### config.mk
export PLATFORM = sky130hd
export DESIGN_NAME = his_top
export DESIGN_NICKNAME = d
export VERILOG_FILES = /design/src/his_pkg.sv /design/src/his_flags.sv /design/src/his_ci_buf.sv /design/src/his_top.sv
export VERILOG_INCLUDE_DIRS = /design/src
export SDC_FILE = /design/constraint.sdc
export NUM_CORES = 1
export LEC_CHECK = 0
export BUFFER_PORTS_ARGS = -buffer_cell sky130_fd_sc_hd__buf_2
export CAP_MARGIN = 25
export CELL_PAD_IN_SITES_DETAIL_PLACEMENT = 0
export CELL_PAD_IN_SITES_GLOBAL_PLACEMENT = 1
export CORE_UTILIZATION = 43
export DETAILED_ROUTE_END_ITERATION = 10
export PLACE_DENSITY = 0.81
export SYNTH_ARGS = -nofsm -noshare
export SYNTH_HDL_FRONTEND = slang
export SYNTH_SLANG_ARGS = --single-unit
export TNS_END_PERCENT = 5
### constraint.sdc
create_clock -name pclk -period 2.4 [get_ports pclk]
set_input_delay 0.24 -clock pclk [delete_from_list [all_inputs] [get_ports pclk]]
set_output_delay 0.24 -clock pclk [all_outputs]
set_load 0.01 [all_outputs]
### src/his_regs.svh
// register offsets, field positions and reset values of the interrupt status block
`ifndef HIS_REGS_SVH
`define HIS_REGS_SVH
`define HIS_A_TOP 8'h00
`define HIS_A_TOPM 8'h04
`define HIS_A_BST 8'h08
`define HIS_A_BEX 8'h0C
`define HIS_A_BMSK 8'h10
`define HIS_A_BCMD 8'h14
`define HIS_A_DST 8'h18
`define HIS_A_DEX 8'h1C
`define HIS_A_DMSK 8'h20
`define HIS_A_DCMD 8'h24
`define HIS_A_CI_RECEIVE_REG0 8'h28
`define HIS_A_CI_RECEIVE_REG1 8'h2C
`define HIS_A_FEAT 8'h30
`define HIS_TOP_DINT 0
`define HIS_TOP_DEXT 1
`define HIS_TOP_BINT 2
`define HIS_TOP_BEXT 3
`define HIS_B_XPR 0
`define HIS_B_XMR 1
`define HIS_B_XDU 2
`define HIS_D_RPF 7
`define HIS_D_RME 6
`define HIS_D_RSC 5
`define HIS_D_XPR 4
`define HIS_D_TIN 3
`define HIS_D_CIC 2
`define HIS_D_SECOND_TIMER_EXPIRY 1
`define HIS_X_XMR 7
`define HIS_X_XDU 6
`define HIS_X_RFO 4
`define HIS_X_PCE 3
`define HIS_C_TRANSMITTER_RESET_CMD 0
`define HIS_C_SEND 1
`define HIS_C_XME 2
`define HIS_C_RMC 3
`define HIS_F_CI_CHAN1_CHANGE_ENABLE 0
`define HIS_F_AUTO 1
`define HIS_F_TERM 2
`define HIS_MASK_RST 8'h00
`define HIS_FEAT_RST 8'h00
`endif

### src/his_pkg.sv
// types shared by the interrupt status block
package his_pkg;
  typedef enum logic [1:0] {
    HIS_TX_IDLE = 2'b00,
    HIS_TX_SEND = 2'b01,
    HIS_TX_EOM = 2'b10
  } his_tx_state_t;
endpackage

### src/his_flags.sv
// eight sticky status flags, set wins over clear
`timescale 1ns/1ps
module his_flags (
  input wire logic pclk,
  input wire logic presetn,
  input wire logic [7:0] set,
  input wire logic [7:0] clr,
  output logic [7:0] q
);
  always_ff @(posedge pclk or negedge presetn)
  begin
    if (!presetn)
      q <= 8'h00;
    else
      q <= (q & ~clr) | set;
  end
endmodule

### src/his_ci_buf.sv
// two-deep buffer for one received command/indication code
`timescale 1ns/1ps
module his_ci_buf (
  input wire logic pclk,
  input wire logic presetn,
  input wire logic [3:0] code_in,
  input wire logic code_rd,
  input wire logic flag_clr,
  output logic [3:0] code_q,
  output logic change_q
);
  logic [3:0] last_q;
  logic [3:0] pend_q;
  logic pend_v_q;
  logic unread_q;
  logic newc;
  logic take;
  logic chg_set;
  assign newc = code_in != last_q;
  assign take = code_rd & unread_q;
  // a read frees the register; a waiting code loads and flags again at once
  assign chg_set = (take & (pend_v_q | newc)) | (newc & ~unread_q);
  always_ff @(posedge pclk or negedge presetn)
  begin
    if (!presetn)
    begin
      last_q <= 4'h0;
      code_q <= 4'h0;
      pend_q <= 4'h0;
      pend_v_q <= 1'b0;
      unread_q <= 1'b0;
    end
    else
    begin
      last_q <= code_in;
      if (take && pend_v_q)
      begin
        code_q <= pend_q;
        pend_v_q <= newc;
        if (newc)
          pend_q <= code_in;
      end
      else if (take && newc)
        code_q <= code_in;
      else if (take)
        unread_q <= 1'b0;
      else if (newc && !unread_q)
      begin
        code_q <= code_in;
        unread_q <= 1'b1;
      end
      else if (newc)
      begin
        // later codes overwrite, so only first and last survive
        pend_q <= code_in;
        pend_v_q <= 1'b1;
      end
    end
  end
  always_ff @(posedge pclk or negedge presetn)
  begin
    if (!presetn)
      change_q <= 1'b0;
    else
      change_q <= chg_set | (change_q & ~flag_clr);
  end
endmodule

### src/his_top.sv
// hdlc interrupt status block with apb register access
`timescale 1ns/1ps
`include "his_regs.svh"
module his_top (
  input wire logic pclk,
  input wire logic presetn,
  input wire logic psel,
  input wire logic penable,
  input wire logic pwrite,
  input wire logic [7:0] paddr,
  input wire logic [31:0] pwdata,
  output logic [31:0] prdata,
  output logic pready,
  output logic pslverr,
  input wire logic b_pool_empty_evt,
  input wire logic b_frame_done_evt,
  input wire logic b_drained_evt,
  input wire logic b_repeat_evt,
  input wire logic d_rx_pool_full_evt,
  input wire logic d_rx_msg_end_evt,
  input wire logic d_rx_overflow_evt,
  input wire logic d_proto_err_evt,
  input wire logic d_pool_free_evt,
  input wire logic d_peer_ack_evt,
  input wire logic d_tx_error_evt,
  input wire logic d_peer_nack_evt,
  input wire logic d_fifo_empty_evt,
  input wire logic d_frame_done_evt,
  input wire logic d_peer_status_evt,
  input wire logic d_ext_timer_evt,
  input wire logic d_t200_exp,
  input wire logic d_n200_exp,
  input wire logic d_timer2_evt,
  input wire logic [3:0] ci0_code,
  input wire logic [3:0] ci1_code,
  output logic int_n,
  output logic b_tx_reset,
  output logic d_frame_abort,
  output logic d_rx_release
);

  function automatic logic at(input logic [7:0] a, input logic [7:0] r);
    at = a == r;
  endfunction

  logic acc;
  logic done;
  logic wr;
  logic rd;
  logic hit;
  logic [31:0] rd_d;
  logic [7:0] top_mask_q;
  logic [7:0] b_mask_q;
  logic [7:0] d_mask_q;
  logic [7:0] feat_q;
  logic [7:0] b_set;
  logic [7:0] b_clr;
  logic [7:0] b_pend;
  logic [7:0] d_set;
  logic [7:0] d_clr;
  logic [7:0] d_flags;
  logic [7:0] d_pend;
  logic [7:0] x_set;
  logic [7:0] x_clr;
  logic [7:0] x_pend;
  logic [7:0] b_shown;
  logic [7:0] d_shown;
  logic [3:0] top_raw;
  logic [3:0] top_shown;
  logic [3:0] ci0_q;
  logic [3:0] ci1_q;
  logic ci0_chg;
  logic ci1_chg;
  logic ci1_vis;
  logic auto_m;
  logic wr_bcmd;
  logic wr_dcmd;
  logic rd_ci_receive_reg0;
  his_pkg::his_tx_state_t b_st_q;
  logic d_send_q;
  logic d_eom_q;
  logic d_ieom_q;
  logic d_abort_set;
  logic irq_due;

  // two-cycle access: data captured in the first access cycle, pready in the second
  assign acc = psel & penable;
  assign done = acc & pready;
  assign wr = done & pwrite & ~pslverr;
  assign rd = done & ~pwrite & ~pslverr;
  assign hit = (paddr[1:0] == 2'b00) && (paddr <= `HIS_A_FEAT);
  assign auto_m = feat_q[`HIS_F_AUTO];
  assign wr_bcmd = wr & at(paddr, `HIS_A_BCMD);
  assign wr_dcmd = wr & at(paddr, `HIS_A_DCMD);
  assign rd_ci_receive_reg0 = rd & at(paddr, `HIS_A_CI_RECEIVE_REG0);

  always_ff @(posedge pclk or negedge presetn)
  begin
    if (!presetn)
    begin
      pready <= 1'b0;
      pslverr <= 1'b0;
      prdata <= 32'h0000_0000;
    end
    else
    begin
      pready <= acc & ~pready;
      pslverr <= acc & ~pready & ~hit;
      if (acc && !pready)
        prdata <= (pwrite || !hit) ? 32'h0000_0000 : rd_d;
    end
  end

  always_ff @(posedge pclk or negedge presetn)
  begin
    if (!presetn)
    begin
      top_mask_q <= `HIS_MASK_RST;
      b_mask_q <= `HIS_MASK_RST;
      d_mask_q <= `HIS_MASK_RST;
      feat_q <= `HIS_FEAT_RST;
    end
    else if (wr)
    begin
      if (at(paddr, `HIS_A_TOPM))
        top_mask_q <= pwdata[7:0];
      if (at(paddr, `HIS_A_BMSK))
        b_mask_q <= pwdata[7:0];
      if (at(paddr, `HIS_A_DMSK))
        d_mask_q <= pwdata[7:0];
      if (at(paddr, `HIS_A_FEAT))
        feat_q <= pwdata[7:0];
    end
  end

  // b channel transmit frame tracking
  always_ff @(posedge pclk or negedge presetn)
  begin
    if (!presetn)
      b_st_q <= his_pkg::HIS_TX_IDLE;
    else if (wr_bcmd && pwdata[`HIS_C_TRANSMITTER_RESET_CMD])
      b_st_q <= his_pkg::HIS_TX_IDLE;
    else if (wr_bcmd && pwdata[`HIS_C_SEND])
      b_st_q <= pwdata[`HIS_C_XME] ? his_pkg::HIS_TX_EOM : his_pkg::HIS_TX_SEND;
    else
    begin
      case (b_st_q)
        his_pkg::HIS_TX_SEND:
        begin
          if (wr_bcmd && pwdata[`HIS_C_XME])
            b_st_q <= his_pkg::HIS_TX_EOM;
          else if (b_drained_evt)
            b_st_q <= his_pkg::HIS_TX_IDLE;
        end
        his_pkg::HIS_TX_EOM:
        begin
          if (b_frame_done_evt)
            b_st_q <= his_pkg::HIS_TX_IDLE;
        end
        default:
          b_st_q <= his_pkg::HIS_TX_IDLE;
      endcase
    end
  end

  always_comb
  begin
    b_set = 8'h00;
    b_set[`HIS_B_XPR] = (wr_bcmd & pwdata[`HIS_C_TRANSMITTER_RESET_CMD])
      | (b_st_q == his_pkg::HIS_TX_SEND & b_pool_empty_evt)
      | (b_st_q == his_pkg::HIS_TX_EOM & b_frame_done_evt);
    b_set[`HIS_B_XMR] = b_repeat_evt;
    b_set[`HIS_B_XDU] = b_st_q == his_pkg::HIS_TX_SEND & b_drained_evt
      & ~(wr_bcmd & pwdata[`HIS_C_XME]);
    b_clr = 8'h00;
    // a read clears exactly what it showed, so later events survive
    if (rd && at(paddr, `HIS_A_BST))
      b_clr[`HIS_B_XPR] = prdata[`HIS_B_XPR];
    if (rd && at(paddr, `HIS_A_BEX))
    begin
      b_clr[`HIS_B_XMR] = prdata[`HIS_B_XMR];
      b_clr[`HIS_B_XDU] = prdata[`HIS_B_XDU];
    end
  end

  his_flags u_b_flags (
    .pclk(pclk),
    .presetn(presetn),
    .set(b_set),
    .clr(b_clr),
    .q(b_pend)
  );

  // d channel transmit state for underrun and peer acknowledgement
  always_ff @(posedge pclk or negedge presetn)
  begin
    if (!presetn)
    begin
      d_send_q <= 1'b0;
      d_eom_q <= 1'b0;
      d_ieom_q <= 1'b0;
    end
    else if (wr_dcmd && pwdata[`HIS_C_TRANSMITTER_RESET_CMD])
    begin
      d_send_q <= 1'b0;
      d_eom_q <= 1'b0;
      d_ieom_q <= 1'b0;
    end
    else
    begin
      if (wr_dcmd && pwdata[`HIS_C_SEND])
        d_send_q <= 1'b1;
      else if (d_abort_set || d_frame_done_evt)
        d_send_q <= 1'b0;
      if (wr_dcmd && pwdata[`HIS_C_XME])
        d_eom_q <= 1'b1;
      else if (d_abort_set || d_frame_done_evt)
        d_eom_q <= 1'b0;
      if (wr_dcmd && pwdata[`HIS_C_SEND] && pwdata[`HIS_C_XME] && auto_m)
        d_ieom_q <= 1'b1;
      else if (d_peer_ack_evt)
        d_ieom_q <= 1'b0;
    end
  end

  assign d_abort_set = d_send_q & ~d_eom_q & d_fifo_empty_evt
    & ~(wr_dcmd & pwdata[`HIS_C_XME]);

  always_comb
  begin
    d_set = 8'h00;
    d_set[`HIS_D_RPF] = d_rx_pool_full_evt;
    d_set[`HIS_D_RME] = d_rx_msg_end_evt;
    d_set[`HIS_D_RSC] = auto_m & d_peer_status_evt;
    d_set[`HIS_D_XPR] = d_pool_free_evt | (auto_m & d_ieom_q & d_peer_ack_evt);
    d_set[`HIS_D_TIN] = d_ext_timer_evt | (auto_m & d_t200_exp & d_n200_exp);
    d_set[`HIS_D_SECOND_TIMER_EXPIRY] = d_timer2_evt;
    d_clr = 8'h00;
    if (rd && at(paddr, `HIS_A_DST))
      d_clr = prdata[7:0] & ~(8'h01 << `HIS_D_CIC);
    x_set = 8'h00;
    x_set[`HIS_X_XMR] = d_tx_error_evt | (auto_m & d_peer_nack_evt);
    x_set[`HIS_X_XDU] = d_abort_set;
    x_set[`HIS_X_RFO] = d_rx_overflow_evt;
    x_set[`HIS_X_PCE] = auto_m & d_proto_err_evt;
    x_clr = 8'h00;
    if (rd && at(paddr, `HIS_A_DEX))
      x_clr = prdata[7:0];
  end

  his_flags u_d_flags (
    .pclk(pclk),
    .presetn(presetn),
    .set(d_set),
    .clr(d_clr),
    .q(d_flags)
  );

  his_flags u_x_flags (
    .pclk(pclk),
    .presetn(presetn),
    .set(x_set),
    .clr(x_clr),
    .q(x_pend)
  );

  // both change bits clear on a code-0 read; a hidden channel 1 change is kept
  assign ci1_vis = feat_q[`HIS_F_CI_CHAN1_CHANGE_ENABLE] & feat_q[`HIS_F_TERM];

  his_ci_buf u_ci0 (
    .pclk(pclk),
    .presetn(presetn),
    .code_in(ci0_code),
    .code_rd(rd_ci_receive_reg0),
    .flag_clr(rd_ci_receive_reg0),
    .code_q(ci0_q),
    .change_q(ci0_chg)
  );

  his_ci_buf u_ci1 (
    .pclk(pclk),
    .presetn(presetn),
    .code_in(ci1_code),
    .code_rd(rd & at(paddr, `HIS_A_CI_RECEIVE_REG1)),
    .flag_clr(rd_ci_receive_reg0 & ci1_vis),
    .code_q(ci1_q),
    .change_q(ci1_chg)
  );

  always_comb
  begin
    d_pend = d_flags;
    d_pend[`HIS_D_CIC] = ci0_chg | (ci1_chg & ci1_vis);
    b_shown = b_pend & ~b_mask_q;
    // the change bit shows even when masked
    d_shown = (d_pend & ~d_mask_q) | (d_pend & (8'h01 << `HIS_D_CIC));
    top_raw[`HIS_TOP_DINT] = |(d_pend & ~d_mask_q);
    top_raw[`HIS_TOP_DEXT] = |x_pend;
    top_raw[`HIS_TOP_BINT] = b_shown[`HIS_B_XPR];
    top_raw[`HIS_TOP_BEXT] = b_shown[`HIS_B_XMR] | b_shown[`HIS_B_XDU];
    top_shown = top_raw & ~top_mask_q[3:0];
  end

  always_comb
  begin
    rd_d = 32'h0000_0000;
    case (paddr)
      `HIS_A_TOP: rd_d[3:0] = top_shown;
      `HIS_A_TOPM: rd_d[7:0] = top_mask_q;
      `HIS_A_BST: rd_d[`HIS_B_XPR] = b_shown[`HIS_B_XPR];
      `HIS_A_BEX: rd_d[`HIS_B_XDU:`HIS_B_XMR] = b_shown[`HIS_B_XDU:`HIS_B_XMR];
      `HIS_A_BMSK: rd_d[7:0] = b_mask_q;
      `HIS_A_DST: rd_d[7:0] = d_shown;
      `HIS_A_DEX: rd_d[7:0] = x_pend;
      `HIS_A_DMSK: rd_d[7:0] = d_mask_q;
      `HIS_A_CI_RECEIVE_REG0: rd_d[5:0] = {ci0_q, ci0_chg, ci1_chg & ci1_vis};
      `HIS_A_CI_RECEIVE_REG1: rd_d[3:0] = ci1_q;
      `HIS_A_FEAT: rd_d[7:0] = feat_q;
      default: rd_d = 32'h0000_0000;
    endcase
  end

  always_ff @(posedge pclk or negedge presetn)
  begin
    if (!presetn)
    begin
      int_n <= 1'b1;
      b_tx_reset <= 1'b0;
      d_frame_abort <= 1'b0;
      d_rx_release <= 1'b0;
    end
    else
    begin
      int_n <= ~|top_shown;
      b_tx_reset <= wr_bcmd & pwdata[`HIS_C_TRANSMITTER_RESET_CMD];
      d_frame_abort <= d_abort_set;
      d_rx_release <= wr_dcmd & pwdata[`HIS_C_RMC];
    end
  end

  // built from the flags directly so the checks do not lean on the top status path
  assign irq_due = (b_shown[`HIS_B_XPR] & ~top_mask_q[`HIS_TOP_BINT])
    | ((b_shown[`HIS_B_XMR] | b_shown[`HIS_B_XDU]) & ~top_mask_q[`HIS_TOP_BEXT])
    | (|(d_pend & ~d_mask_q) & ~top_mask_q[`HIS_TOP_DINT])
    | (|x_pend & ~top_mask_q[`HIS_TOP_DEXT]);
endmodule

# Word level (Yosys, flattened, before mapping)
# Index checks and enable logic that the tools add are counted.
[totals]
reg_bits = 129
out_inout_bits = 38
input_bits = 72
word_cells = 253
[op_classes]
muxes = 57
bitwise_logic = 85
magnitude_cmp = 1
eq_ne = 26
reduce_logical = 54
[op_table]
columns = ["op", "n"]
rows = [
  ["$mux W4", 18],
  ["$and A1 B1 Y1", 41],
  ["$eq A8 B6 Y1 const B", 5],
  ["$and A8 B8 Y8", 4],
  ["$eq A8 B5 Y1 const B", 4],
  ["$mux W8", 3],
  ["$not A8 Y8", 3],
  ["$mux W1", 23],
  ["$logic_and A1 B1 Y1", 20],
  ["$pmux W2 S10", 1],
  ["$eq A8 B4 Y1 const B", 2],
  ["$or A8 B3 Y8", 2],
  ["$or A8 B8 Y8", 2],
  ["$reduce_or A8 Y1", 2],
  ["$not A1 Y1", 15],
  ["$reduce_bool A3 Y1", 5],
  ["$mux W2", 7],
  ["$pmux W2 S7", 1],
  ["$reduce_and A2 Y1", 7],
  ["$or A1 B1 Y1", 13],
  ["$pmux W2 S6", 1],
  ["$reduce_and A3 Y1", 4],
  ["$pmux W1 S10", 1],
  ["$pmux W1 S9", 1],
  ["23 further kinds", 38],
]

# Logic depth before layout (Yosys ltp)
[depth]
word_depth = 12
mapped_depth = 7
depth_no_buf = 5

# Modules after synthesis
# Synthesis repeated with hierarchy kept, for this count alone.
[hier_totals]
cells_unflattened = 546
hier_area_um2 = 5611.6
[by_module_without_submodules]
columns = ["mod", "n_inst", "seq_area_each_um2", "cells_per_inst", "area_each_um2"]
rows = [
  ["his_top", 1, 1277.5, 336, 3264.4],
  ["his_ci_buf", 2, 375.4, 69, 738.2],
  ["his_flags", 3, 200.2, 24, 290.3],
]

# Worst setup path before layout
# No wires, ideal clock.
[synth_timing]
kind = "reg2reg"
startpoint = "register pslverr"
endpoint = "register b_mask_q[0]"
required_ns = 2.275
t_arrival_ns = 1.662
slack_ns = 0.613
stages_incl_launch_ff = 6
synth_period_minus_slack_ns = 1.787
setup_ns = 0.125
path_buffers = 1
cell_sequence = "dfrtp_1 -> and4b_1 -> and2_1 -> clkbuf_1 -> nand3_1 -> mux2_2"
[synth_between]
elab_chain_cells = 3
[synth_rtl]
columns = ["element", "line", "text"]
rows = [
  ["start, declared", "his_top.sv:14", "output logic pslverr,"],
  ["start signal, assigned", "his_top.sv:108", "pslverr <= acc & ~pready & ~hit;"],
  ["$not A1 Y1", "his_top.sv:89", "assign wr = done & pwrite & ~pslverr;"],
  ["$and A1 B1 Y1", "his_top.sv:89", ""],
  ["$reduce_and A2 Y1 (no source line)", "-", ""],
  ["end signal, assigned", "his_top.sv:119", "b_mask_q <= `HIS_MASK_RST;"],
  ["end signal, assigned", "his_top.sv:128", "b_mask_q <= pwdata[7:0];"],
  ["end, declared", "his_top.sv:53", "logic [7:0] b_mask_q;"],
]
# Every way passes these cells.
# A chain may end at the register's enable or synchronous reset.

# Worst setup path in the final report
[layout_timing]
startpoint = "register u_ci0.last_q[1]"
endpoint = "register u_ci0.pend_q[0]"
[layout_between]
elab_chain_cells = 6
elab_cells_between_ends = 11
cone_classes = "eq/ne (3); mux (5); reduce/logical (3)"
[layout_rtl]
columns = ["element", "line", "text"]
rows = [
  ["start, declared", "his_ci_buf.sv:12", "logic [3:0] last_q;"],
  ["start signal, assigned", "his_ci_buf.sv:35", "last_q <= code_in;"],
  ["$ne A4 B4 Y1 *", "his_ci_buf.sv:19", "assign newc = code_in != last_q;"],
  ["$mux W4 (5 in a row)", "-", ""],
  ["end signal, assigned", "his_ci_buf.sv:41", "pend_q <= code_in;"],
  ["end signal, assigned", "his_ci_buf.sv:55", "pend_q <= code_in;"],
  ["end, declared", "his_ci_buf.sv:13", "logic [3:0] pend_q;"],
]
# Every way passes the cells marked *; elsewhere a longest branch is shown, timed or not. The select of a mux whose other input is x is not followed.

==> out/qor.log <==
[clocking] post-cts sizing count 0
[floorplanning] core area 0.0115 mm2
[placement] count of buffers inserted at the top-level ports 61
[worst_setup_path] required time at the worst-slack endpoint 2.64 ns
[clocking] Max Buffers Root-to-Sink 2
[synthesis] sequential element share of the synthesized area 0.488
[job] MaxCap Viol Count 0
[timing] number of hold violations in the final report 0
[worst_setup_path] Startpoint Class flop
[drt] DRT Wirelength 13.2 mm
[floorplanning] Ports 110
[timing] RSZ-0062 raised after global routing no
[synthesis] Post-synth ARST share 1.00
[clocking] Worst-path clk slew 0.07 ns
[worst_setup_path] Reg2Reg Setup Slack 0.48 ns
[floorplanning] die area 0.0122 mm2
[synthesis] Cells after Synth 465
[power_and_ir_drop] Power per Cell Area 585 mW/mm2
[drt] final antenna-violating net count 0
[synthesis] most frequent cell after synthesis sky130_fd_sc_hd__dfrtp_1
[synthesis] Yosys top cell by area sky130_fd_sc_hd__dfrtp_1
[hold_path] kind of path behind the tightest hold check input port to flop
[layout] Layout Area Growth over Synthesis 15.1%
[global_routing] global-route wire length before repair 21.2 mm
[power_and_ir_drop] reported leakage power 2.66 nW
[worst_setup_path] Worst Path Class, Setup flop to flop
[floorplanning] Cell Rows 39
[worst_setup_path] Arrival @ worst endpoint 2.16 ns
[layout] Layout Nets 610
[clocking] Clock Tree Root sky130_fd_sc_hd__clkbuf_16
[worst_setup_path] maximum fanout count along the critical path 4
[drt] DRC violation count after routing 0
[worst_setup_path] CP Capture Type flop
[floorplanning] Initial Util 0.443
[synthesis] Post-synth top flop sky130_fd_sc_hd__dfrtp_1
[power_and_ir_drop] power after layout 3.42 mW
[timing] achievable frequency 0.520 GHz
[global_routing] global-route total usage across every layer 0.227
[timing] final setup violating endpoints 0
[drt] Wirelength per Cell 19.3 um
[timing] setup skew after layout 0.00851 ns
[synthesis] post-synthesis instance area 0.00507 mm2
[timing] Max Transition Viols Final 0
[synthesis] Yosys warnings 0
[synthesis] Synth Register Bits 99
[clocking] H-tree level count 3
[synthesis] fraction of post-synthesis cell area in the top cell type by area 0.483
[synthesis] number of synthesized flops with an enable pin 0
[clocking] clock tree from TritonCTS yes
[global_routing] vias in the first global route 3864
[placement] placed standard-cell area 0.00553 mm2
[layout] cell area after layout 0.00584 mm2
[drt] DRC marker count from the first detailed-route iteration 346
[timing] headroom to the max-slew limit 0.552
[drt] Avg Vias per Cell 5.71
[floorplanning] horizontal extent of the die 111 um
[global_routing] leftover overflow at the end of global routing 0
[layout] fraction of final layout cells with drive strength greater than 1 0.287
[timing] aggregate negative setup slack 0 ns
[synthesis] cells taking the most area after synthesis sky130_fd_sc_hd__dfrtp_1, sky130_fd_sc_hd__mux2_2, sky130_fd_sc_hd__buf_4
[layout] number of antenna repair diodes 0
[global_routing] antenna violations before repair 0
[synthesis] mean cell area of the mapped netlist 10.9 um2
[timing] pin slew with the least headroom to its limit 0.665 ns
[drt] number of vias after detailed routing 3920
[synthesis] most frequent cells after synthesis sky130_fd_sc_hd__dfrtp_1, sky130_fd_sc_hd__nand2_1, sky130_fd_sc_hd__mux2_2
[timing] final cycle utilization of the critical path 0.801
[placement] half-perimeter wire length of the detailed placement result 9.90 mm
[clocking] sinks on the clock net 99
[floorplanning] vertical die dimension 111 um
[placement] routability cong. 0.883
[global_routing] pin count of the biggest net entering global routing 63
[timing] final worst path period need 1.92 ns
[clocking] Clock Latency Late Sink 0.36 ns
[drt] DRT Pass-1 Iters 6
[outcome] result of the run finished, final reports clean
[synthesis] unique cell type count in the Yosys netlist 62
[clocking] cts bufs inserted 9
[power_and_ir_drop] worst ir drop on vdd 0.443 mV
==> flip-flops by register name (all words and copies together) (netlist names), 2 cells and up <==
name,cells
b_mask_q,8
d_mask_q,8
feat_q,8
prdata,8
top_mask_q,8
u_x_flags.q,8
u_d_flags.q,7
u_ci0.code_q,4
u_ci0.last_q,4
u_ci0.pend_q,4
u_ci1.code_q,4
u_ci1.last_q,4
u_ci1.pend_q,4
u_b_flags.q,3
b_st_q,2
==> where the power goes <==
group	switching (mW)	internal, mW
combinational	0.168	0.0932
sequential	0.0209	1.70
clock	0.680	0.753
total	0.870	2.55
==> cell usage in the layout, fill, tap and decap left out, drive strengths merged, types with 3 or more instances in the layout <==
cell    count
a21boi      7
a21o        7
a21oi      10
a221o       3
a222oi      3
a22o       10
a22oi       7
a32oi       9
and2        7
and3        6
buf        80
clkbuf     10
clkinv      4
conb       24
dfrtp      98
inv        11
mux2       40
mux2i      10
nand2      56
nand2b      8
nand3      11
nand3b      4
nand4       4
nand4b      3
nor2       16
nor2b       7
nor3        5
nor3b       3
nor4       11
nor4b       4
o211ai      4
o21ai      26
xor2        9
==> final timing paths <==
kind / start / endpoint / depth (start not counted)
setup reg to reg: u_ci0.last_q[1] / u_ci0.pend_q[0] / 5
min in group asynchronous: presetn / pslverr / 2
max in group asynchronous: presetn / int_n / 3
hold reg to reg: u_d_flags.q[6] / u_d_flags.q[6] / 1
hold / removal: ci1_code[1] / u_ci1.last_q[1] / 1
setup / recovery: u_ci0.last_q[1] / u_ci0.pend_q[0] / 5
==> through the flow <==
step | instances | util | setup WS [ns] | hold WS [ns]
2_1_floorplan | 488 | - | 0.613 | -0.0556
3_3_place_gp | 669 | 0.482 | 0.337 | 0.246
3_5_place_dp | 669 | 0.482 | 0.262 | 0.253
4_1_cts | 686 | 0.509 | 0.477 | 0.0272
5_1_grt | 686 | 0.509 | 0.406 | 0.0248
6_report | 686 | 0.509 | 0.477 | 0.0364
==> routing by layer <==
| metal | track usage | share of wire | vias to the layer above |
|---|---|---|---|
| met1 | 0.323 | 0.46 | 1936 |
| met5 | 0 | 0 | - |
| met3 | 0.0499 | 0.064 | 22 |
| met4 | 0.0773 | 0.021 | 0 |
| li1 | - | - | 1811 |
| met2 | 0.342 | 0.45 | 151 |
==> layout make-up <==
class | instances | area, um2
Sequential cell | 99 | 2480
Timing Repair Buffer | 81 | 473
Inverter | 9 | 33.8
Fill cell | 1050 | 5630
Clock buffer | 10 | 239
Clock inverter | 6 | 58.8
Multi-Input combinational cell | 338 | 2380
Tap cell | 143 | 179
==> logic make-up (layout without fill, tap and decap cells) <==
logic type,count (synthesis),in the layout,share of synthesized area
and+or+nand+nor,154,154,0.182
other,1,24,0.000739
buffers and inverters,51,106,0.0599
DFF,99,99,0.488
xor gates and xnor gates,9,9,0.0155
AOI/OAI and AO/OA,101,101,0.145
muxes,50,50,0.108
==> timing repair <==
action / 4_1_cts / 5_1_grt
hold endpoints to repair: 37 / 0
hold buffers: 1 / 0
setup buffers: 0 / 0
==> critical path, stage by stage (launching register included) <==
cell                      delay, ns
sky130_fd_sc_hd__dfrtp_1       0.37
sky130_fd_sc_hd__xor2_1        0.14
sky130_fd_sc_hd__nor4_1        0.61
sky130_fd_sc_hd__nor2b_1       0.16
sky130_fd_sc_hd__o21ai_2       0.15
sky130_fd_sc_hd__mux2_2        0.37
Note: power is estimated with default switching activity, not from simulation.
